[src/core/ssdb_defines.svh]
`ifndef SSDB_DEFINES_SVH
`define SSDB_DEFINES_SVH

// Register indices; the byte address is four times the index.
`define SSDB_IDX_CTRL1     12'h000
`define SSDB_IDX_CTRL2     12'h001
`define SSDB_IDX_FLAGS     12'h003
`define SSDB_IDX_UPPER     12'h004
`define SSDB_IDX_LOWER     12'h005
`define SSDB_IDX_PAIR      12'h006
`define SSDB_ADDR_CTRL1    12'h000
`define SSDB_ADDR_CTRL2    12'h004
`define SSDB_ADDR_FLAGS    12'h00c
`define SSDB_ADDR_UPPER    12'h010
`define SSDB_ADDR_LOWER    12'h014
`define SSDB_ADDR_PAIR     12'h018

// Field positions.
`define SSDB_BIT_RX_FULL   7
`define SSDB_BIT_TX_EMPTY  5
`define SSDB_BIT_FAULT     4
`define SSDB_BIT_IRQ_EN    7
`define SSDB_BIT_MASTER    4
`define SSDB_BIT_FAULT_EN  4
`define SSDB_BIT_WIDE      6

// Reset values.
`define SSDB_RST_DATA      8'h00
`define SSDB_RST_CTRL      8'h00

`endif

[src/core/ssdb_pkg.sv]
package ssdb_pkg;
   typedef logic [7:0]  ssdb_byte_t;
   typedef logic [15:0] ssdb_word_t;
   typedef logic [31:0] ssdb_data_t;
   typedef enum logic [1:0]
   {
      SSDB_RESP_OKAY   = 2'b00,
      SSDB_RESP_DECERR = 2'b11
   } ssdb_resp_t;
endpackage

[src/core/ssdb_flag_seq.sv]
`timescale 1ns/100ps
// Arms on a status read that sees the flag set and fires on the following access.
module ssdb_flag_seq
(
   // Clock and reset.
   input  wire logic aclk,
   input  wire logic aresetn,
   // Sequence events.
   input  wire logic flag,
   input  wire logic status_read,
   input  wire logic access_evt,
   // Result.
   output logic      clear_pulse
);
   logic armed_reg;

   always_ff @(posedge aclk)
   begin
      if (!aresetn)
         armed_reg <= 1'b0;
      else if (status_read && flag)
         armed_reg <= 1'b1;
      else if (access_evt || !flag)
         armed_reg <= 1'b0;
   end

   assign clear_pulse = armed_reg && access_evt && flag;
endmodule

[src/core/ssdb_top.sv]
`timescale 1ns/100ps
`include "ssdb_defines.svh"
// What this block does
// - Status register readable anytime; writes to it change nothing.
// - Receive-full flag at bit 7 sets when a word enters the data register.
// - In 8-bit width, status read with flag set then low read clears it.
// - In 16-bit width, low-byte or word read after armed status read clears flag.
// - Low-only read in 16-bit width keeps the received upper byte readable in the data register.
// - Transmit-empty flag at bit 5 shows whether transmit register is empty.
// - Transmit-empty clears only on low write after status read saw it set.
// - Data writes while transmit-empty is zero are ignored.
// - Mode-fault bit 4 sets on select low as master with detection enabled.
// - Mode fault clears on status read seeing it, then first write to control register 1.
// - Data pair returns received data, takes transmit data, resets to zero.
// - As master, a queued word starts once the previous transfer finishes.
// - Word finished with receive-full clear moves to data register, sets flag.
// - Second word while flag set is held in shift register, data unchanged.
// - Servicing before third transfer moves held word in, flag stays set.
// - Servicing after third transfer starts drops the held word.
// - Mode fault with interrupt enable set requests an interrupt.
// - Transfer width follows the wide select bit of second control register.
module ssdb_top
#(
   parameter int ADDR_W = 12
)
(
   // Clock and reset.
   input  wire logic                  aclk,
   input  wire logic                  aresetn,
   // Write address channel.
   input  wire logic [ADDR_W-1:0]     s_axi_awaddr,
   input  wire logic                  s_axi_awvalid,
   output logic                       s_axi_awready,
   // Write data channel.
   input  wire logic [31:0]           s_axi_wdata,
   input  wire logic [3:0]            s_axi_wstrb,
   input  wire logic                  s_axi_wvalid,
   output logic                       s_axi_wready,
   // Write response channel.
   output logic [1:0]                 s_axi_bresp,
   output logic                       s_axi_bvalid,
   input  wire logic                  s_axi_bready,
   // Read address channel.
   input  wire logic [ADDR_W-1:0]     s_axi_araddr,
   input  wire logic                  s_axi_arvalid,
   output logic                       s_axi_arready,
   // Read data channel.
   output ssdb_pkg::ssdb_data_t       s_axi_rdata,
   output logic [1:0]                 s_axi_rresp,
   output logic                       s_axi_rvalid,
   input  wire logic                  s_axi_rready,
   // Shift engine side.
   input  wire logic                  rx_done,
   input  wire ssdb_pkg::ssdb_word_t  rx_word,
   input  wire logic                  xfer_start,
   input  wire logic                  shifter_idle,
   output ssdb_pkg::ssdb_word_t       tx_word,
   output logic                       tx_load,
   output logic                       wide_mode,
   output logic                       master_mode,
   output logic                       fault_abort,
   // Slave select pin.
   input  wire logic                  select_n_pin,
   // Interrupt request.
   output logic                       port_irq
);
   import ssdb_pkg::*;

   logic        aw_held_reg;
   logic        w_held_reg;
   logic [11:0] aw_addr_reg;
   ssdb_data_t  w_data_reg;
   logic        w_lane0_reg;
   logic        w_lane1_reg;
   logic        bvalid_reg;
   ssdb_resp_t  bresp_reg;
   logic        rvalid_reg;
   ssdb_data_t  rdata_reg;
   ssdb_resp_t  rresp_reg;
   logic        wr_fire;
   logic        rd_fire;
   logic [11:0] rd_addr;
   ssdb_data_t  rd_mux;
   logic        rd_hit;
   logic        wr_hit;

   ssdb_byte_t  ctrl1_reg;
   ssdb_byte_t  ctrl2_reg;
   logic        receive_full_flag;
   logic        transmit_empty_flag;
   logic        mode_fault_flag;
   ssdb_word_t  rx_data_reg;
   ssdb_word_t  held_word_reg;
   logic        held_valid_reg;
   ssdb_byte_t  tx_upper_reg;
   ssdb_word_t  tx_word_reg;
   logic        tx_load_reg;
   logic        select_meta_reg;
   logic        select_sync_reg;
   logic        fault_detect;

   logic        status_read;
   logic        low_read;
   logic        low_write;
   logic        upper_write;
   logic        ctrl1_write;
   logic        rx_clear;
   logic        tx_clear;
   logic        fault_clear;
   ssdb_byte_t  flags_value;

   // AXI4-Lite handshakes.
   assign s_axi_awready = !aw_held_reg && !bvalid_reg;
   assign s_axi_wready  = !w_held_reg && !bvalid_reg;
   assign s_axi_arready = !rvalid_reg;
   assign s_axi_bvalid  = bvalid_reg;
   assign s_axi_bresp   = bresp_reg;
   assign s_axi_rvalid  = rvalid_reg;
   assign s_axi_rdata   = rdata_reg;
   assign s_axi_rresp   = rresp_reg;
   assign wr_fire       = aw_held_reg && w_held_reg && !bvalid_reg;
   assign rd_fire       = s_axi_arvalid && s_axi_arready;
   assign rd_addr       = 12'(s_axi_araddr);

   always_ff @(posedge aclk)
   begin
      if (!aresetn)
      begin
         aw_held_reg <= 1'b0;
         aw_addr_reg <= 12'h000;
      end
      else if (s_axi_awvalid && s_axi_awready)
      begin
         aw_held_reg <= 1'b1;
         aw_addr_reg <= 12'(s_axi_awaddr);
      end
      else if (wr_fire)
         aw_held_reg <= 1'b0;
   end

   always_ff @(posedge aclk)
   begin
      if (!aresetn)
      begin
         w_held_reg  <= 1'b0;
         w_data_reg  <= 32'h0000_0000;
         w_lane0_reg <= 1'b0;
         w_lane1_reg <= 1'b0;
      end
      else if (s_axi_wvalid && s_axi_wready)
      begin
         w_held_reg  <= 1'b1;
         w_data_reg  <= s_axi_wdata;
         w_lane0_reg <= s_axi_wstrb[0];
         w_lane1_reg <= s_axi_wstrb[1];
      end
      else if (wr_fire)
         w_held_reg <= 1'b0;
   end

   // Write decode.
   always_comb
   begin
      if (aw_addr_reg == `SSDB_ADDR_CTRL1 || aw_addr_reg == `SSDB_ADDR_CTRL2)
         wr_hit = 1'b1;
      else if (aw_addr_reg == `SSDB_ADDR_FLAGS || aw_addr_reg == `SSDB_ADDR_UPPER)
         wr_hit = 1'b1;
      else if (aw_addr_reg == `SSDB_ADDR_LOWER || aw_addr_reg == `SSDB_ADDR_PAIR)
         wr_hit = 1'b1;
      else
         wr_hit = 1'b0;
   end

   always_ff @(posedge aclk)
   begin
      if (!aresetn)
      begin
         bvalid_reg <= 1'b0;
         bresp_reg  <= SSDB_RESP_OKAY;
      end
      else if (wr_fire)
      begin
         bvalid_reg <= 1'b1;
         bresp_reg  <= wr_hit ? SSDB_RESP_OKAY : SSDB_RESP_DECERR;
      end
      else if (s_axi_bready)
         bvalid_reg <= 1'b0;
   end

   // Access events seen by the flag sequences and the transmit path.
   assign ctrl1_write = wr_fire && w_lane0_reg && aw_addr_reg == `SSDB_ADDR_CTRL1;
   assign upper_write = wr_fire && ((w_lane0_reg && aw_addr_reg == `SSDB_ADDR_UPPER)
                        || (w_lane1_reg && aw_addr_reg == `SSDB_ADDR_PAIR));
   assign low_write   = wr_fire && w_lane0_reg
                        && (aw_addr_reg == `SSDB_ADDR_LOWER || aw_addr_reg == `SSDB_ADDR_PAIR);
   assign status_read = rd_fire && rd_addr == `SSDB_ADDR_FLAGS;
   assign low_read    = rd_fire && (rd_addr == `SSDB_ADDR_LOWER || rd_addr == `SSDB_ADDR_PAIR);

   // Status bits and reserved zeros.
   always_comb
   begin
      flags_value = 8'h00;
      flags_value[`SSDB_BIT_RX_FULL]  = receive_full_flag;
      flags_value[`SSDB_BIT_TX_EMPTY] = transmit_empty_flag;
      flags_value[`SSDB_BIT_FAULT]    = mode_fault_flag;
   end

   // Read decode.
   always_comb
   begin
      rd_hit = 1'b1;
      if (rd_addr == `SSDB_ADDR_CTRL1)
         rd_mux = {24'h000000, ctrl1_reg};
      else if (rd_addr == `SSDB_ADDR_CTRL2)
         rd_mux = {24'h000000, ctrl2_reg};
      else if (rd_addr == `SSDB_ADDR_FLAGS)
         rd_mux = {24'h000000, flags_value};
      else if (rd_addr == `SSDB_ADDR_UPPER)
         rd_mux = {24'h000000, rx_data_reg[15:8]};
      else if (rd_addr == `SSDB_ADDR_LOWER)
         rd_mux = {24'h000000, rx_data_reg[7:0]};
      else if (rd_addr == `SSDB_ADDR_PAIR)
         rd_mux = {16'h0000, rx_data_reg};
      else
      begin
         rd_mux = 32'h0000_0000;
         rd_hit = 1'b0;
      end
   end

   always_ff @(posedge aclk)
   begin
      if (!aresetn)
      begin
         rvalid_reg <= 1'b0;
         rdata_reg  <= 32'h0000_0000;
         rresp_reg  <= SSDB_RESP_OKAY;
      end
      else if (rd_fire)
      begin
         rvalid_reg <= 1'b1;
         rdata_reg  <= rd_mux;
         rresp_reg  <= rd_hit ? SSDB_RESP_OKAY : SSDB_RESP_DECERR;
      end
      else if (s_axi_rready)
         rvalid_reg <= 1'b0;
   end

   // Control registers; a mode fault drops master mode.
   always_ff @(posedge aclk)
   begin
      if (!aresetn)
         ctrl1_reg <= `SSDB_RST_CTRL;
      else
      begin
         if (ctrl1_write)
            ctrl1_reg <= w_data_reg[7:0];
         if (fault_detect)
            ctrl1_reg[`SSDB_BIT_MASTER] <= 1'b0;
      end
   end

   always_ff @(posedge aclk)
   begin
      if (!aresetn)
         ctrl2_reg <= `SSDB_RST_CTRL;
      else if (wr_fire && w_lane0_reg && aw_addr_reg == `SSDB_ADDR_CTRL2)
         ctrl2_reg <= w_data_reg[7:0];
   end

   assign wide_mode   = ctrl2_reg[`SSDB_BIT_WIDE];
   assign master_mode = ctrl1_reg[`SSDB_BIT_MASTER];

   // Clearing sequences.
   // receive clear sequence
   ssdb_flag_seq u_rx_seq
   (
      .aclk        (aclk),
      .aresetn     (aresetn),
      .flag        (receive_full_flag),
      .status_read (status_read),
      .access_evt  (low_read),
      .clear_pulse (rx_clear)
   );

   ssdb_flag_seq u_tx_seq
   (
      .aclk        (aclk),
      .aresetn     (aresetn),
      .flag        (transmit_empty_flag),
      .status_read (status_read),
      .access_evt  (low_write),
      .clear_pulse (tx_clear)
   );

   ssdb_flag_seq u_fault_seq
   (
      .aclk        (aclk),
      .aresetn     (aresetn),
      .flag        (mode_fault_flag),
      .status_read (status_read),
      .access_evt  (ctrl1_write),
      .clear_pulse (fault_clear)
   );

   // Receive path with one held word.
   always_ff @(posedge aclk)
   begin
      if (!aresetn)
      begin
         receive_full_flag <= 1'b0;
         rx_data_reg       <= {`SSDB_RST_DATA, `SSDB_RST_DATA};
         held_valid_reg    <= 1'b0;
         held_word_reg     <= 16'h0000;
      end
      else if (rx_clear)
      begin
         if (held_valid_reg)
         begin
            rx_data_reg    <= held_word_reg;
            held_valid_reg <= 1'b0;
         end
         else if (rx_done)
            rx_data_reg <= wide_mode ? rx_word : {8'h00, rx_word[7:0]};
         receive_full_flag <= held_valid_reg || rx_done;
      end
      else if (rx_done && !receive_full_flag)
      begin
         rx_data_reg       <= wide_mode ? rx_word : {8'h00, rx_word[7:0]};
         receive_full_flag <= 1'b1;
      end
      else if (rx_done)
      begin
         held_word_reg  <= wide_mode ? rx_word : {8'h00, rx_word[7:0]};
         held_valid_reg <= 1'b1;
      end
      else if (xfer_start && held_valid_reg)
         held_valid_reg <= 1'b0;
   end

   // Transmit path.
   always_ff @(posedge aclk)
   begin
      if (!aresetn)
      begin
         transmit_empty_flag <= 1'b1;
         tx_upper_reg        <= `SSDB_RST_DATA;
         tx_word_reg         <= {`SSDB_RST_DATA, `SSDB_RST_DATA};
      end
      else
      begin
         if (upper_write && transmit_empty_flag)
            tx_upper_reg <= (aw_addr_reg == `SSDB_ADDR_PAIR) ? w_data_reg[15:8] : w_data_reg[7:0];
         if (tx_clear)
         begin
            tx_word_reg         <= {wide_mode ? (upper_write ? w_data_reg[15:8] : tx_upper_reg) : 8'h00,
                                    w_data_reg[7:0]};
            transmit_empty_flag <= 1'b0;
         end
         else if (tx_load_reg)
            transmit_empty_flag <= 1'b1;
      end
   end

   always_ff @(posedge aclk)
   begin
      if (!aresetn)
         tx_load_reg <= 1'b0;
      else
         tx_load_reg <= master_mode && !transmit_empty_flag && shifter_idle && !tx_load_reg && !fault_detect;
   end

   assign tx_load = tx_load_reg;
   assign tx_word = tx_word_reg;

   // Slave select synchroniser.
   always_ff @(posedge aclk)
   begin
      if (!aresetn)
      begin
         select_meta_reg <= 1'b1;
         select_sync_reg <= 1'b1;
      end
      else
      begin
         select_meta_reg <= select_n_pin;
         select_sync_reg <= select_meta_reg;
      end
   end

   assign fault_detect = !select_sync_reg && master_mode && ctrl2_reg[`SSDB_BIT_FAULT_EN];
   assign fault_abort  = fault_detect;

   always_ff @(posedge aclk)
   begin
      if (!aresetn)
         mode_fault_flag <= 1'b0;
      else if (fault_detect)
         mode_fault_flag <= 1'b1;
      else if (fault_clear)
         mode_fault_flag <= 1'b0;
   end

   assign port_irq = mode_fault_flag && ctrl1_reg[`SSDB_BIT_IRQ_EN];
endmodule

[config.mk]
export PLATFORM = sky130hd
export DESIGN_NAME = ssdb_top
export DESIGN_NICKNAME = d
export VERILOG_FILES = /design/src/core/ssdb_pkg.sv /design/src/core/ssdb_flag_seq.sv /design/src/core/ssdb_top.sv
export VERILOG_INCLUDE_DIRS = /design/src /design/src/core
export SDC_FILE = /design/constraint.sdc
export NUM_CORES = 1
export LEC_CHECK = 0
export BUFFER_PORTS_ARGS = -buffer_cell sky130_fd_sc_hd__buf_2
export CAP_MARGIN = 20
export CORE_ASPECT_RATIO = 1.75
export CORE_UTILIZATION = 30
export DETAILED_ROUTE_END_ITERATION = 10
export MAX_ROUTING_LAYER = met4
export PLACE_DENSITY = 0.58
export SYNTH_ARGS = -nofsm -noshare
export SYNTH_HDL_FRONTEND = slang
export SYNTH_HIERARCHICAL = 1
export SYNTH_SLANG_ARGS = --single-unit
[constraint.sdc]
create_clock -name aclk -period 2.2 [get_ports aclk]
set_input_delay 0.22 -clock aclk [delete_from_list [all_inputs] [get_ports aclk]]
set_output_delay 0.22 -clock aclk [all_outputs]
set_load 0.005 [all_outputs]
==> run_results.csv, run 1 <==
group,metric,value,unit
status,status,"complete, no violations",
job,maxCapViolations,0,
detailed_routing,vias,5141,
timing,finalMaxSlewViolations,0,
timing,fin_ws,0.2000,ns
power_and_ir_drop,p_sw,1.489,mW
grt,grt_pass1_wl,26320,microns
detailed_routing,drt_iter0_markers,146,
grt,met1_usage,17.30,%
power_and_ir_drop,pwr-share-comb,7.6,%
clock_network,cts_made_buffers,17,
clock_network,clock_latency,0.42,ns
timing,rsz0062_at_grt,"no",
setup_path,crit_required,2.55,ns
clock_network,clockBufferDepth,2,
clock_network,htree_levels,4,
floorplanning,die_y,187.0,microns
placed_design,post_dp_cell_area,0.006738,sq mm
grt,grt_pass1_vias,5183,
final_layout,fin_nets,898,
detailed_routing,wl,16370,microns
synth,synthCells,685,
synth,synth-edff-count,0,
synth,ys_types,51,
grt,met2_usage,32.27,%
timing,period_share,90.91,%
final_layout,layout_common_cells,"nand2_1, dfxtp_1, buf_2",
detailed_routing,drc,0,
synth,syn_area,0.005867,sq mm
floorplanning,core,0.01911,sq mm
floorplanning,start_util,30.70,%
synth,synth_async_sr_flop_share,0,%
grt,top_usage_layer,"met2",
timing,clock_skew,0.006947,ns
clock_network,root_buffer,"clkbuf_16",
timing,relSlewSlack,53.74,%
clock_network,clk_pin_slew,0.06,ns
setup_path,timing.critical_path.from_type,"flip-flop",
power_and_ir_drop,ir_drop,0.0004461,V
synth,synthFlopType,"dfxtp_1",
clock_network,cts_tree,"yes",
placed_design,place_hpwl,12270,microns
detailed_routing,routed_via_density,4.823,
grt,grt.overflow.total,0,
placed_design,place_inst,1031,
timing,setup_tns,0,ns
timing,max_freq,0.5000,GHz
floorplanning,die_area,0.02014,sq mm
synth,ys_warn_count,6,
placed_design,io_buffers,114,
setup_path,arrival,2.35,ns
grt,met3_usage,3.066,%
final_layout,drive_gt1_share,26.46,%
grt,grt_usage,17.70,%
setup_path,crit_type,"flip-flop to flip-flop",
detailed_routing,drtPass1Iterations,4,
synth,yosysSeqAreaShare,45.72,%
grt,grt_max_degree,50,
placed_design,gp_congestion,0.8621,
final_layout,synthToLayoutAreaGrowth,26.30,%
power_and_ir_drop,leakagePower,3.065,nW
clock_network,postCtsSetupBuffers,0,
timing,period_minus_slack,2.000,ns
timing,hold_viol_final,0,
placed_design,post-place-ws,-0.1386,ns
floorplanning,die_x,107.7,microns
power_and_ir_drop,internal-power,4.623,mW
final_layout,final_common_cell,"nand2_1",
detailed_routing,ant_nets,0,
floorplanning,ios,149,
grt,grt_antenna_before_repair,1,
final_layout,design_area,0.007410,sq mm
setup_path,crit_fanout,16,
power_and_ir_drop,power.share.sequential,42.2,%
timing,worst_pin_slew,0.6932,ns
final_layout,stdcell_count,1066,
timing,setup_violations,0,
power_and_ir_drop,swShare,24.36,%
setup_path,setup.worst_path.end_class,"flip-flop",
detailed_routing,wl_per_cell,15.36,microns
synth,synth.avg_cell_area,8.565,sq um
hold_path,hold_class,"input pin to flip-flop",
floorplanning,rows,67,
clock_network,clock_sinks,134,
power_and_ir_drop,p_clk_share,50.2,%
power_and_ir_drop,powerDensity,824.9,mW/mm^2
synth,synth_seq_cells,134,
## synth_stat cells (all sizes together), types with 4 or more instances
master / n / area [sq um]
nand2: 147 / 551.8
a22o: 8 / 70.07
o31ai: 5 / 37.54
and3: 4 / 28.78
nand3: 40 / 212.7
clkbuf: 21 / 78.83
a21oi: 65 / 336.6
a211oi: 12 / 142.6
nand2b: 6 / 37.54
o22ai: 5 / 31.28
a311oi: 16 / 140.1
nor3: 4 / 25.02
and2: 6 / 37.54
inv: 21 / 78.82
o211ai: 8 / 100.1
o21ai: 12 / 60.05
buf: 42 / 290.3
dfxtp: 134 / 2683
mux2i: 35 / 350.3
nor2: 43 / 168.9
nor2b: 8 / 50.05
a22oi: 5 / 37.54
nand4: 10 / 68.81
## what timing repair did
action,4_1_cts,5_1_grt
pin swaps,0,0
hold endpoints to repair,2,0
setup endpoints to repair,4,2
resized for setup,1,2
hold buffers,2,0
## routing by layer
metal / vias to the layer above / share of wire, %
li1: 2600 / -
met1: 2354 / 38
met2: 149 / 54
met3: 38 / 3.7
met4: 0 / 4.3
met5: - / 0
## power groups by stage
stage	combinational (mW)	sequential [mW]	clock, mW
after CTS	0.468	2.58	3.13
after global placement	0.460	2.63	0
after detailed placement	0.463	2.63	0
after floorplan	0.304	2.60	0
final	0.463	2.58	3.07
after global routing	0.519	2.59	3.24
## worst max-delay path, stage by stage (launching register included)
cell and delay [ns]:
dfxtp_1 0.32, nor4_2 0.39, nand4_1 0.22, nor2_1 0.21, and3_2 0.22, and3_1 0.20, buf_12 0.15, nand4_1 0.13
o211ai_2 0.09
## final timing paths
| kind | cells past startpoint | end | from | slack [ns] |
|---|---|---|---|---|
| hold reg to reg | 1 | select_sync_reg | select_meta_reg | 0.41 |
| setup / recovery | 8 | tx_word[9] | aw_addr_reg[9] | 0.20 |
| setup reg to reg | 8 | tx_word[9] | aw_addr_reg[9] | 0.20 |
| hold / removal | 3 | tx_load | shifter_idle | 0.03 |
## stage by stage
stage	total power, mW	hold slack, ns	util (%)
floorplan	2.904	0.3190	-
global placement	3.091	0.3906	35.25
detailed placement	3.096	0.3970	35.25
CTS	6.181	0.01033	38.71
global route	6.346	0.01893	38.77
finish	6.112	0.02814	38.77
## area by class of cell
class | instances | area [sq um]
inverter | 21 | 78.83
sequential | 134 | 2683
tap | 241 | 301.5
clock inverter | 14 | 198.9
antenna | 1 | 2.502
timing repair buffer | 155 | 895.9
multi-input combinational | 482 | 2810
fill | 1960 | 11700
clock buffer | 18 | 439.2
## cells by family after synthesis
| family | after synthesis | synth area share [%] |
|---|---|---|
| DFF | 134 | 45.72 |
| xor gates and xnor gates | 3 | 0.4479 |
| buffers and inverters | 84 | 7.635 |
| muxes | 35 | 5.971 |
| AOI/OAI and AO/OA | 148 | 18.09 |
| other | 1 | 0.06392 |
| and+or+nand+nor | 280 | 22.07 |
Note: power is estimated with default switching activity, not from simulation.
==> inputs of run 2 (changes only) <==
--- a/config.mk
+++ b/config.mk
@@ -6,6 +6,7 @@
 export SDC_FILE = /design/constraint.sdc
 export NUM_CORES = 1
 export LEC_CHECK = 0
+export ABC_AREA = 1
 export BUFFER_PORTS_ARGS = -buffer_cell sky130_fd_sc_hd__buf_2
 export CAP_MARGIN = 20
 export CORE_ASPECT_RATIO = 1.75
==> run_results.csv, run 2 <==
group,metric,value,unit
status,status,"complete, no violations",
final_layout,stdcell_count,1172,
clock_network,clk_pin_slew,0.06,ns
detailed_routing,routed_via_density,4.686,
final_layout,utilization,38.64,%
timing,period_minus_slack,1.949,ns
setup_path,crit_required,2.47,ns
floorplanning,die_area,0.02046,sq mm
setup_path,critical_path_buf_inv_count,3,
setup_path,slowest_delay,0.31,ns
floorplanning,die_y,188.5,microns
synth,synth-edff-count,0,
final_layout,antennaDiodeCount,0,
synth,synthFlopType,"dfxtp_1",
timing,worst_pin_slew,0.6631,ns
setup_path,setup.worst_path.end_class,"flip-flop",
timing,period_share,88.57,%
floorplanning,ios,149,
synth,ys_warn_count,6,
grt,grt_pass1_vias,5114,
clock_network,postCtsSetupBuffers,0,
synth,syn_area,0.005962,sq mm
power_and_ir_drop,ir_drop,0.0005238,V
grt,grt_usage,17.34,%
final_layout,drive_gt1_share,23.20,%
placed_design,place_hpwl,12350,microns
setup_path,cpMostUsedCell,"nor2_1",
hold_path,hold_class,"input pin to flip-flop",
synth,synth_common_cells,"dfxtp_1, o21ai_0, nand2_1",
detailed_routing,wl,16360,microns
setup_path,crit_type,"flip-flop to flip-flop",
final_layout,synthToLayoutAreaGrowth,24.97,%
grt,grt_max_degree,53,
synth,synth.most_common_cell,"dfxtp_1",
setup_path,r2r_setup_slack,0.25,ns
clock_network,clock_sinks,134,
power_and_ir_drop,powerDensity,841.6,mW/mm^2
setup_path,crit_fanout,18,
timing,clock_skew,0.008312,ns
setup_path,reg2reg_from,"aw_addr_reg[10]",
synth,netlist_top_cells_area,"dfxtp_1, o21ai_0, a21oi_1",
floorplanning,die_x,108.6,microns
synth,yosysTopAreaCell,"dfxtp_1",
clock_network,cts_made_buffers,17,
setup_path,reg2regPathDepth,11,
clock_network,root_buffer,"clkbuf_16",
timing,hold_viol_final,0,
setup_path,timing.critical_path.from_type,"flip-flop",
placed_design,gp_congestion,0.8503,
floorplanning,core,0.01928,sq mm
floorplanning,start_util,30.92,%
placed_design,place_inst,1139,
job,maxCapViolations,0,
power_and_ir_drop,leakagePower,3.227,nW
setup_path,crit_end,"tx_word[8]",
clock_network,clock_latency,0.42,ns
final_layout,fin_nets,1005,
detailed_routing,drtPass1Iterations,4,
synth,synth_seq_cells,134,
setup_path,reg2reg_to,"tx_word[8]",
timing,setup_violations,0,
synth,synth_async_sr_flop_share,0,%
placed_design,io_buffers,114,
grt,grt.overflow.total,0,
setup_path,arrival,2.22,ns
final_layout,final_common_cell,"dfxtp_1",
grt,grt_pass1_wl,26390,microns
setup_path,crit_slowest_cell,"dfxtp_1",
clock_network,cts_tree,"yes",
synth,yosysSeqAreaShare,44.99,%
detailed_routing,ant_nets,0,
grt,grt_antenna_before_repair,0,
detailed_routing,wl_per_cell,13.96,microns
clock_network,clockBufferDepth,2,
floorplanning,rows,67,
detailed_routing,drt_iter0_markers,172,
setup_path,cp.depth,11,
clock_network,htree_levels,4,
setup_path,cp-startpoint,"aw_addr_reg[10]",
synth,synthCells,799,
setup_path,cp_cell_sequence,"nor2_1 > nand2_2 > nor2_8 > o21ai_0 > nor2_1 > inv_2 > nor2_1 > buf_6 > inv_1 > nand2_1 > a21oi_1",
detailed_routing,drc,0,
synth,synth.avg_cell_area,7.462,sq um
timing,max_freq,0.5132,GHz
detailed_routing,vias,5492,
setup_path,path_delay_family,"simple AND/OR/NAND/NOR gates",
final_layout,layout_common_cells,"dfxtp_1, buf_2, o21ai_0",
timing,relSlewSlack,55.73,%
timing,finalMaxSlewViolations,0,
synth,synth_top_area_share,44.99,%
synth,ys_types,40,
==> run 2: cell types whose count changed after synthesis, sizes merged, moves of 17 or more <==
cell	before	now
nand3	40	66
mux2i	35	0
a21oi	65	104
o21ai	12	114
inv	21	83
buf	42	25
nand2	147	111
nor2	43	83
==> run 2: how the worst min path moves through the flow <==
| stage | endpoint | from | cells past startpoint | slack [ns] |
|---|---|---|---|---|
| 2_1_floorplan | select_meta_reg | select_n_pin | 1 | 0.33 |
| 3_3_place_gp | select_sync_reg | select_meta_reg | 1 | 0.40 |
| 3_5_place_dp | select_sync_reg | select_meta_reg | 1 | 0.41 |
| 4_1_cts | held_valid_reg | xfer_start | 2 | 0.02 |
| 5_1_grt | held_valid_reg | xfer_start | 2 | 0.03 |
| 6_report | held_valid_reg | xfer_start | 2 | 0.03 |
==> run 2: final cells by class <==
| type | count | area [sq um] |
|---|---|---|
| fill | 2086 | 11830 |
| sequential | 134 | 2683 |
| multi-input combinational | 536 | 2680 |
| timing repair buffer | 145 | 822.0 |
| clock buffer | 18 | 429.2 |
| inverter | 84 | 315.3 |
| tap | 241 | 301.5 |
| clock inverter | 14 | 220.2 |
==> run 2: worst register-to-register path: cells and delay by family, from the launching register on <==
family / cells / cell delay, ns
DFF: 1 / 0.31
and+or+nand+nor: 6 / 0.87
AOI/OAI and AO/OA: 2 / 0.23
buffers and inverters: 3 / 0.41
==> run 2: cells by family (layout without fill, tap and decap cells) <==
family	Yosys count	after routing	share of synthesized area (%)
simple gates	279	279	22.67
compound gates	241	241	21.24
buf+inv	144	261	11.04
flops	134	134	44.99
other cells	1	16	0.06290
==> run 2: stage by stage <==
stage	TNS (ns)	area [sq um]	setup slack [ns]	hold slack, ns	total power [mW]
floorplan	0	6021	0.02039	0.3266	2.990
global placement	0	6788	0.01722	0.4022	3.190
detailed placement	-0.03303	6788	-0.01997	0.4051	3.196
CTS	0	7447	0.1703	0.01967	6.348
global route	-0.002104	7451	-0.002104	0.02909	6.530
finish	0	7451	0.2514	0.03343	6.270
==> run 2: power by group <==
part / internal [mW] / leakage (nW) / switching, mW
Combinational: 0.198 / 1.83 / 0.331
Sequential: 2.54 / 1.09 / 0.0680
Clock: 2.02 / 0.304 / 1.11
Total: 4.76 / 3.23 / 1.51
==> run 2: repair_timing <==
action                     in CTS  in global routing
resized for setup               0                  2
hold endpoints to repair        1                  0
setup endpoints to repair       0                  8
hold buffers                    1                  0
==> run 2: per-layer routing <==
layer	GRT usage, %	share of wire [%]	up-vias
met2	31.35	55	123
met3	2.629	3.2	19
met4	8.992	3.6	0
li1	-	-	2863
met1	17.57	38	2487
met5	-	0	-
==> inputs of run 3 (changes only) <==
--- a/config.mk
+++ b/config.mk
@@ -7,13 +7,15 @@
 export NUM_CORES = 1
 export LEC_CHECK = 0
 export ABC_AREA = 1
+export ABC_CLOCK_PERIOD_IN_PS = 1900
 export BUFFER_PORTS_ARGS = -buffer_cell sky130_fd_sc_hd__buf_2
 export CAP_MARGIN = 20
 export CORE_ASPECT_RATIO = 1.75
 export CORE_UTILIZATION = 30
 export DETAILED_ROUTE_END_ITERATION = 10
 export MAX_ROUTING_LAYER = met4
-export PLACE_DENSITY = 0.58
+export PLACE_DENSITY = 0.56
+export SLEW_MARGIN = 10
 export SYNTH_ARGS = -nofsm -noshare
 export SYNTH_HDL_FRONTEND = slang
 export SYNTH_HIERARCHICAL = 1
==> constraint.sdc (replaced) <==
create_clock -name aclk -period 1.9 [get_ports aclk]
set_input_delay 0.19 -clock aclk [delete_from_list [all_inputs] [get_ports aclk]]
set_output_delay 0.19 -clock aclk [all_outputs]
set_load 0.005 [all_outputs]
==> run_results.csv, run 3 (synthesis results as in run 2) <==
group,metric,value,unit
status,status,"complete, no violations",
final_layout,synthToLayoutAreaGrowth,28.16,%
final_layout,utilization,39.63,%
grt,grt_antenna_before_repair,0,
detailed_routing,routed_via_density,4.699,
floorplanning,die_y,188.5,microns
timing,period_minus_slack,1.719,ns
timing,finalHoldWorstSlack,0.02211,ns
timing,rsz0062_at_grt,"no",
detailed_routing,wl,16660,microns
setup_path,reg2regPathDepth,8,
final_layout,seq_area,0.002684,sq mm
clock_network,clockBufferDepth,2,
setup_path,crit_slowest_cell,"dfxtp_1",
power_and_ir_drop,powerDensity,912.0,mW/mm^2
setup_path,timing.critical_path.from_type,"flip-flop",
grt,grt_pass1_wl,26550,microns
final_layout,multi_input_area,0.002768,sq mm
floorplanning,rows,67,
detailed_routing,drt_iter0_markers,200,
detailed_routing,drtPass1Iterations,4,
final_layout,fillers,2084,
hold_path,hold_class,"input pin to flip-flop",
detailed_routing,wl_per_cell,14.03,microns
job,maxCapViolations,0,
clock_network,clk_pin_slew,0.06,ns
power_and_ir_drop,leakagePower,3.301,nW
timing,relSlewSlack,53.40,%
setup_path,crit_fanout,17,
placed_design,gp_congestion,0.8842,
hold_path,whs_endpoint,"aw_addr_reg[7]",
placed_design,place_hpwl,12560,microns
floorplanning,core,0.01928,sq mm
setup_path,reg2reg_from,"aw_held_reg",
timing,clock_skew,0.01006,ns
final_layout,drive_gt1_share,27.14,%
timing,period_share,90.45,%
timing,worst_pin_slew,0.6979,ns
floorplanning,die_x,108.6,microns
setup_path,crit_required,2.17,ns
setup_path,r2r_setup_slack,0.18,ns
clock_network,cts_tree,"yes",
timing,hold_viol_final,0,
setup_path,cp_cell_sequence,"nand3b_4 > buf_4 > nor2_1 > nand3_4 > nand2_8 > nand2_1 > nand3_1 > a21oi_1",
clock_network,clock_latency,0.41,ns
clock_network,htree_levels,4,
setup_path,cp-startpoint,"aw_held_reg",
hold_path,min_from,"s_axi_awaddr[7]",
final_layout,antennaDiodeCount,0,
floorplanning,die_area,0.02046,sq mm
final_layout,layout_common_cells,"dfxtp_1, buf_2, o21ai_0",
final_layout,final_common_cell,"dfxtp_1",
clock_network,clock_sinks,134,
detailed_routing,drc,0,
final_layout,fin_nets,1022,
timing,max_freq,0.5819,GHz
floorplanning,start_util,30.92,%
grt,grt_max_degree,47,
grt,grt_usage,17.41,%
detailed_routing,ant_nets,0,
final_layout,stdcell_count,1188,
setup_path,arrival,1.99,ns
placed_design,place_inst,1153,
setup_path,reg2reg_to,"tx_word[14]",
power_and_ir_drop,ir_drop,0.0004443,V
hold_path,whs_path_depth,3,
clock_network,root_buffer,"clkbuf_16",
placed_design,io_buffers,114,
grt,grt_pass1_vias,5234,
grt,grt.overflow.total,0,
setup_path,setup.worst_path.end_class,"flip-flop",
timing,finalMaxSlewViolations,0,
floorplanning,ios,149,
detailed_routing,vias,5582,
power_and_ir_drop,power.total,6.969,mW
timing,setup_violations,0,
clock_network,cts_made_buffers,17,
setup_path,crit_type,"flip-flop to flip-flop",
setup_path,slowest_delay,0.40,ns
-- run 3: cell types whose count changed in the layout (fill, tap and decap cells not counted), moves of 4 or more --
cell,change
inv_1,-6
a211oi_1,-4
nor2_2,+4
a211oi_2,+4
nand2_1,-4
nor2_1,-6
buf_4,+17
-- run 3: how the worst max path moves through the flow --
stage,endpoint,cells after the start
after global placement,rx_data_reg[3],17
after CTS,tx_word[15],11
final,tx_word[14],8
after global routing,rx_data_reg[3],12
after detailed placement,rx_data_reg[3],17
after floorplan,rx_data_reg[3],17
-- run 3: critical path: cells and delay by family, from the launching register on --
family                 cells  cell delay [ns]
DFF                        1             0.40
buffers and inverters      1             0.16
AOI/OAI and AO/OA          1             0.08
and+or+nand+nor            6             0.92
-- run 3: power by group --
part	internal, mW	total, mW	switching, mW
combinational	0.253	0.659	0.406
clock	2.03	3.30	1.27
sequential	2.94	3.01	0.0739
-- run 3: layer usage --
| layer | track usage (%) | part of all wire [%] |
|---|---|---|
| met1 | 18.29 | 39 |
| met2 | 30.38 | 53 |
| met3 | 2.733 | 3.7 |
| met4 | 9.667 | 4.4 |
| met5 | - | 0 |
-- run 3: layout make-up --
class,instances,share of cell area (%)
clock buffers,20,6.108
flip-flops and latches,134,35.12
clock inverters,11,1.621
repair buffers,162,12.43
well taps,241,3.946
multi-input cells,536,36.22
inverters,84,4.552
-- run 3: per-stage QoR --
step | worst slack (ns) | TNS (ns) | cell area [sq um]
2_1_floorplan | -0.001560 | -0.001560 | 6131
3_3_place_gp | -0.1271 | -1.770 | 6980
3_5_place_dp | -0.1740 | -3.531 | 6980
4_1_cts | 0.03118 | 0 | 7587
5_1_grt | 0.0009071 | 0 | 7641
6_report | 0.1814 | 0 | 7641
-- run 3: repair_timing --
item | in CTS | in global routing
cloned | 0 | 0
pin swaps | 0 | 6
resized for setup | 3 | 8
hold buffers | 1 | 0
hold endpoints to repair | 1 | 0
endpoints found under the setup margin | 8 | 12
buffers inserted | 0 | 3
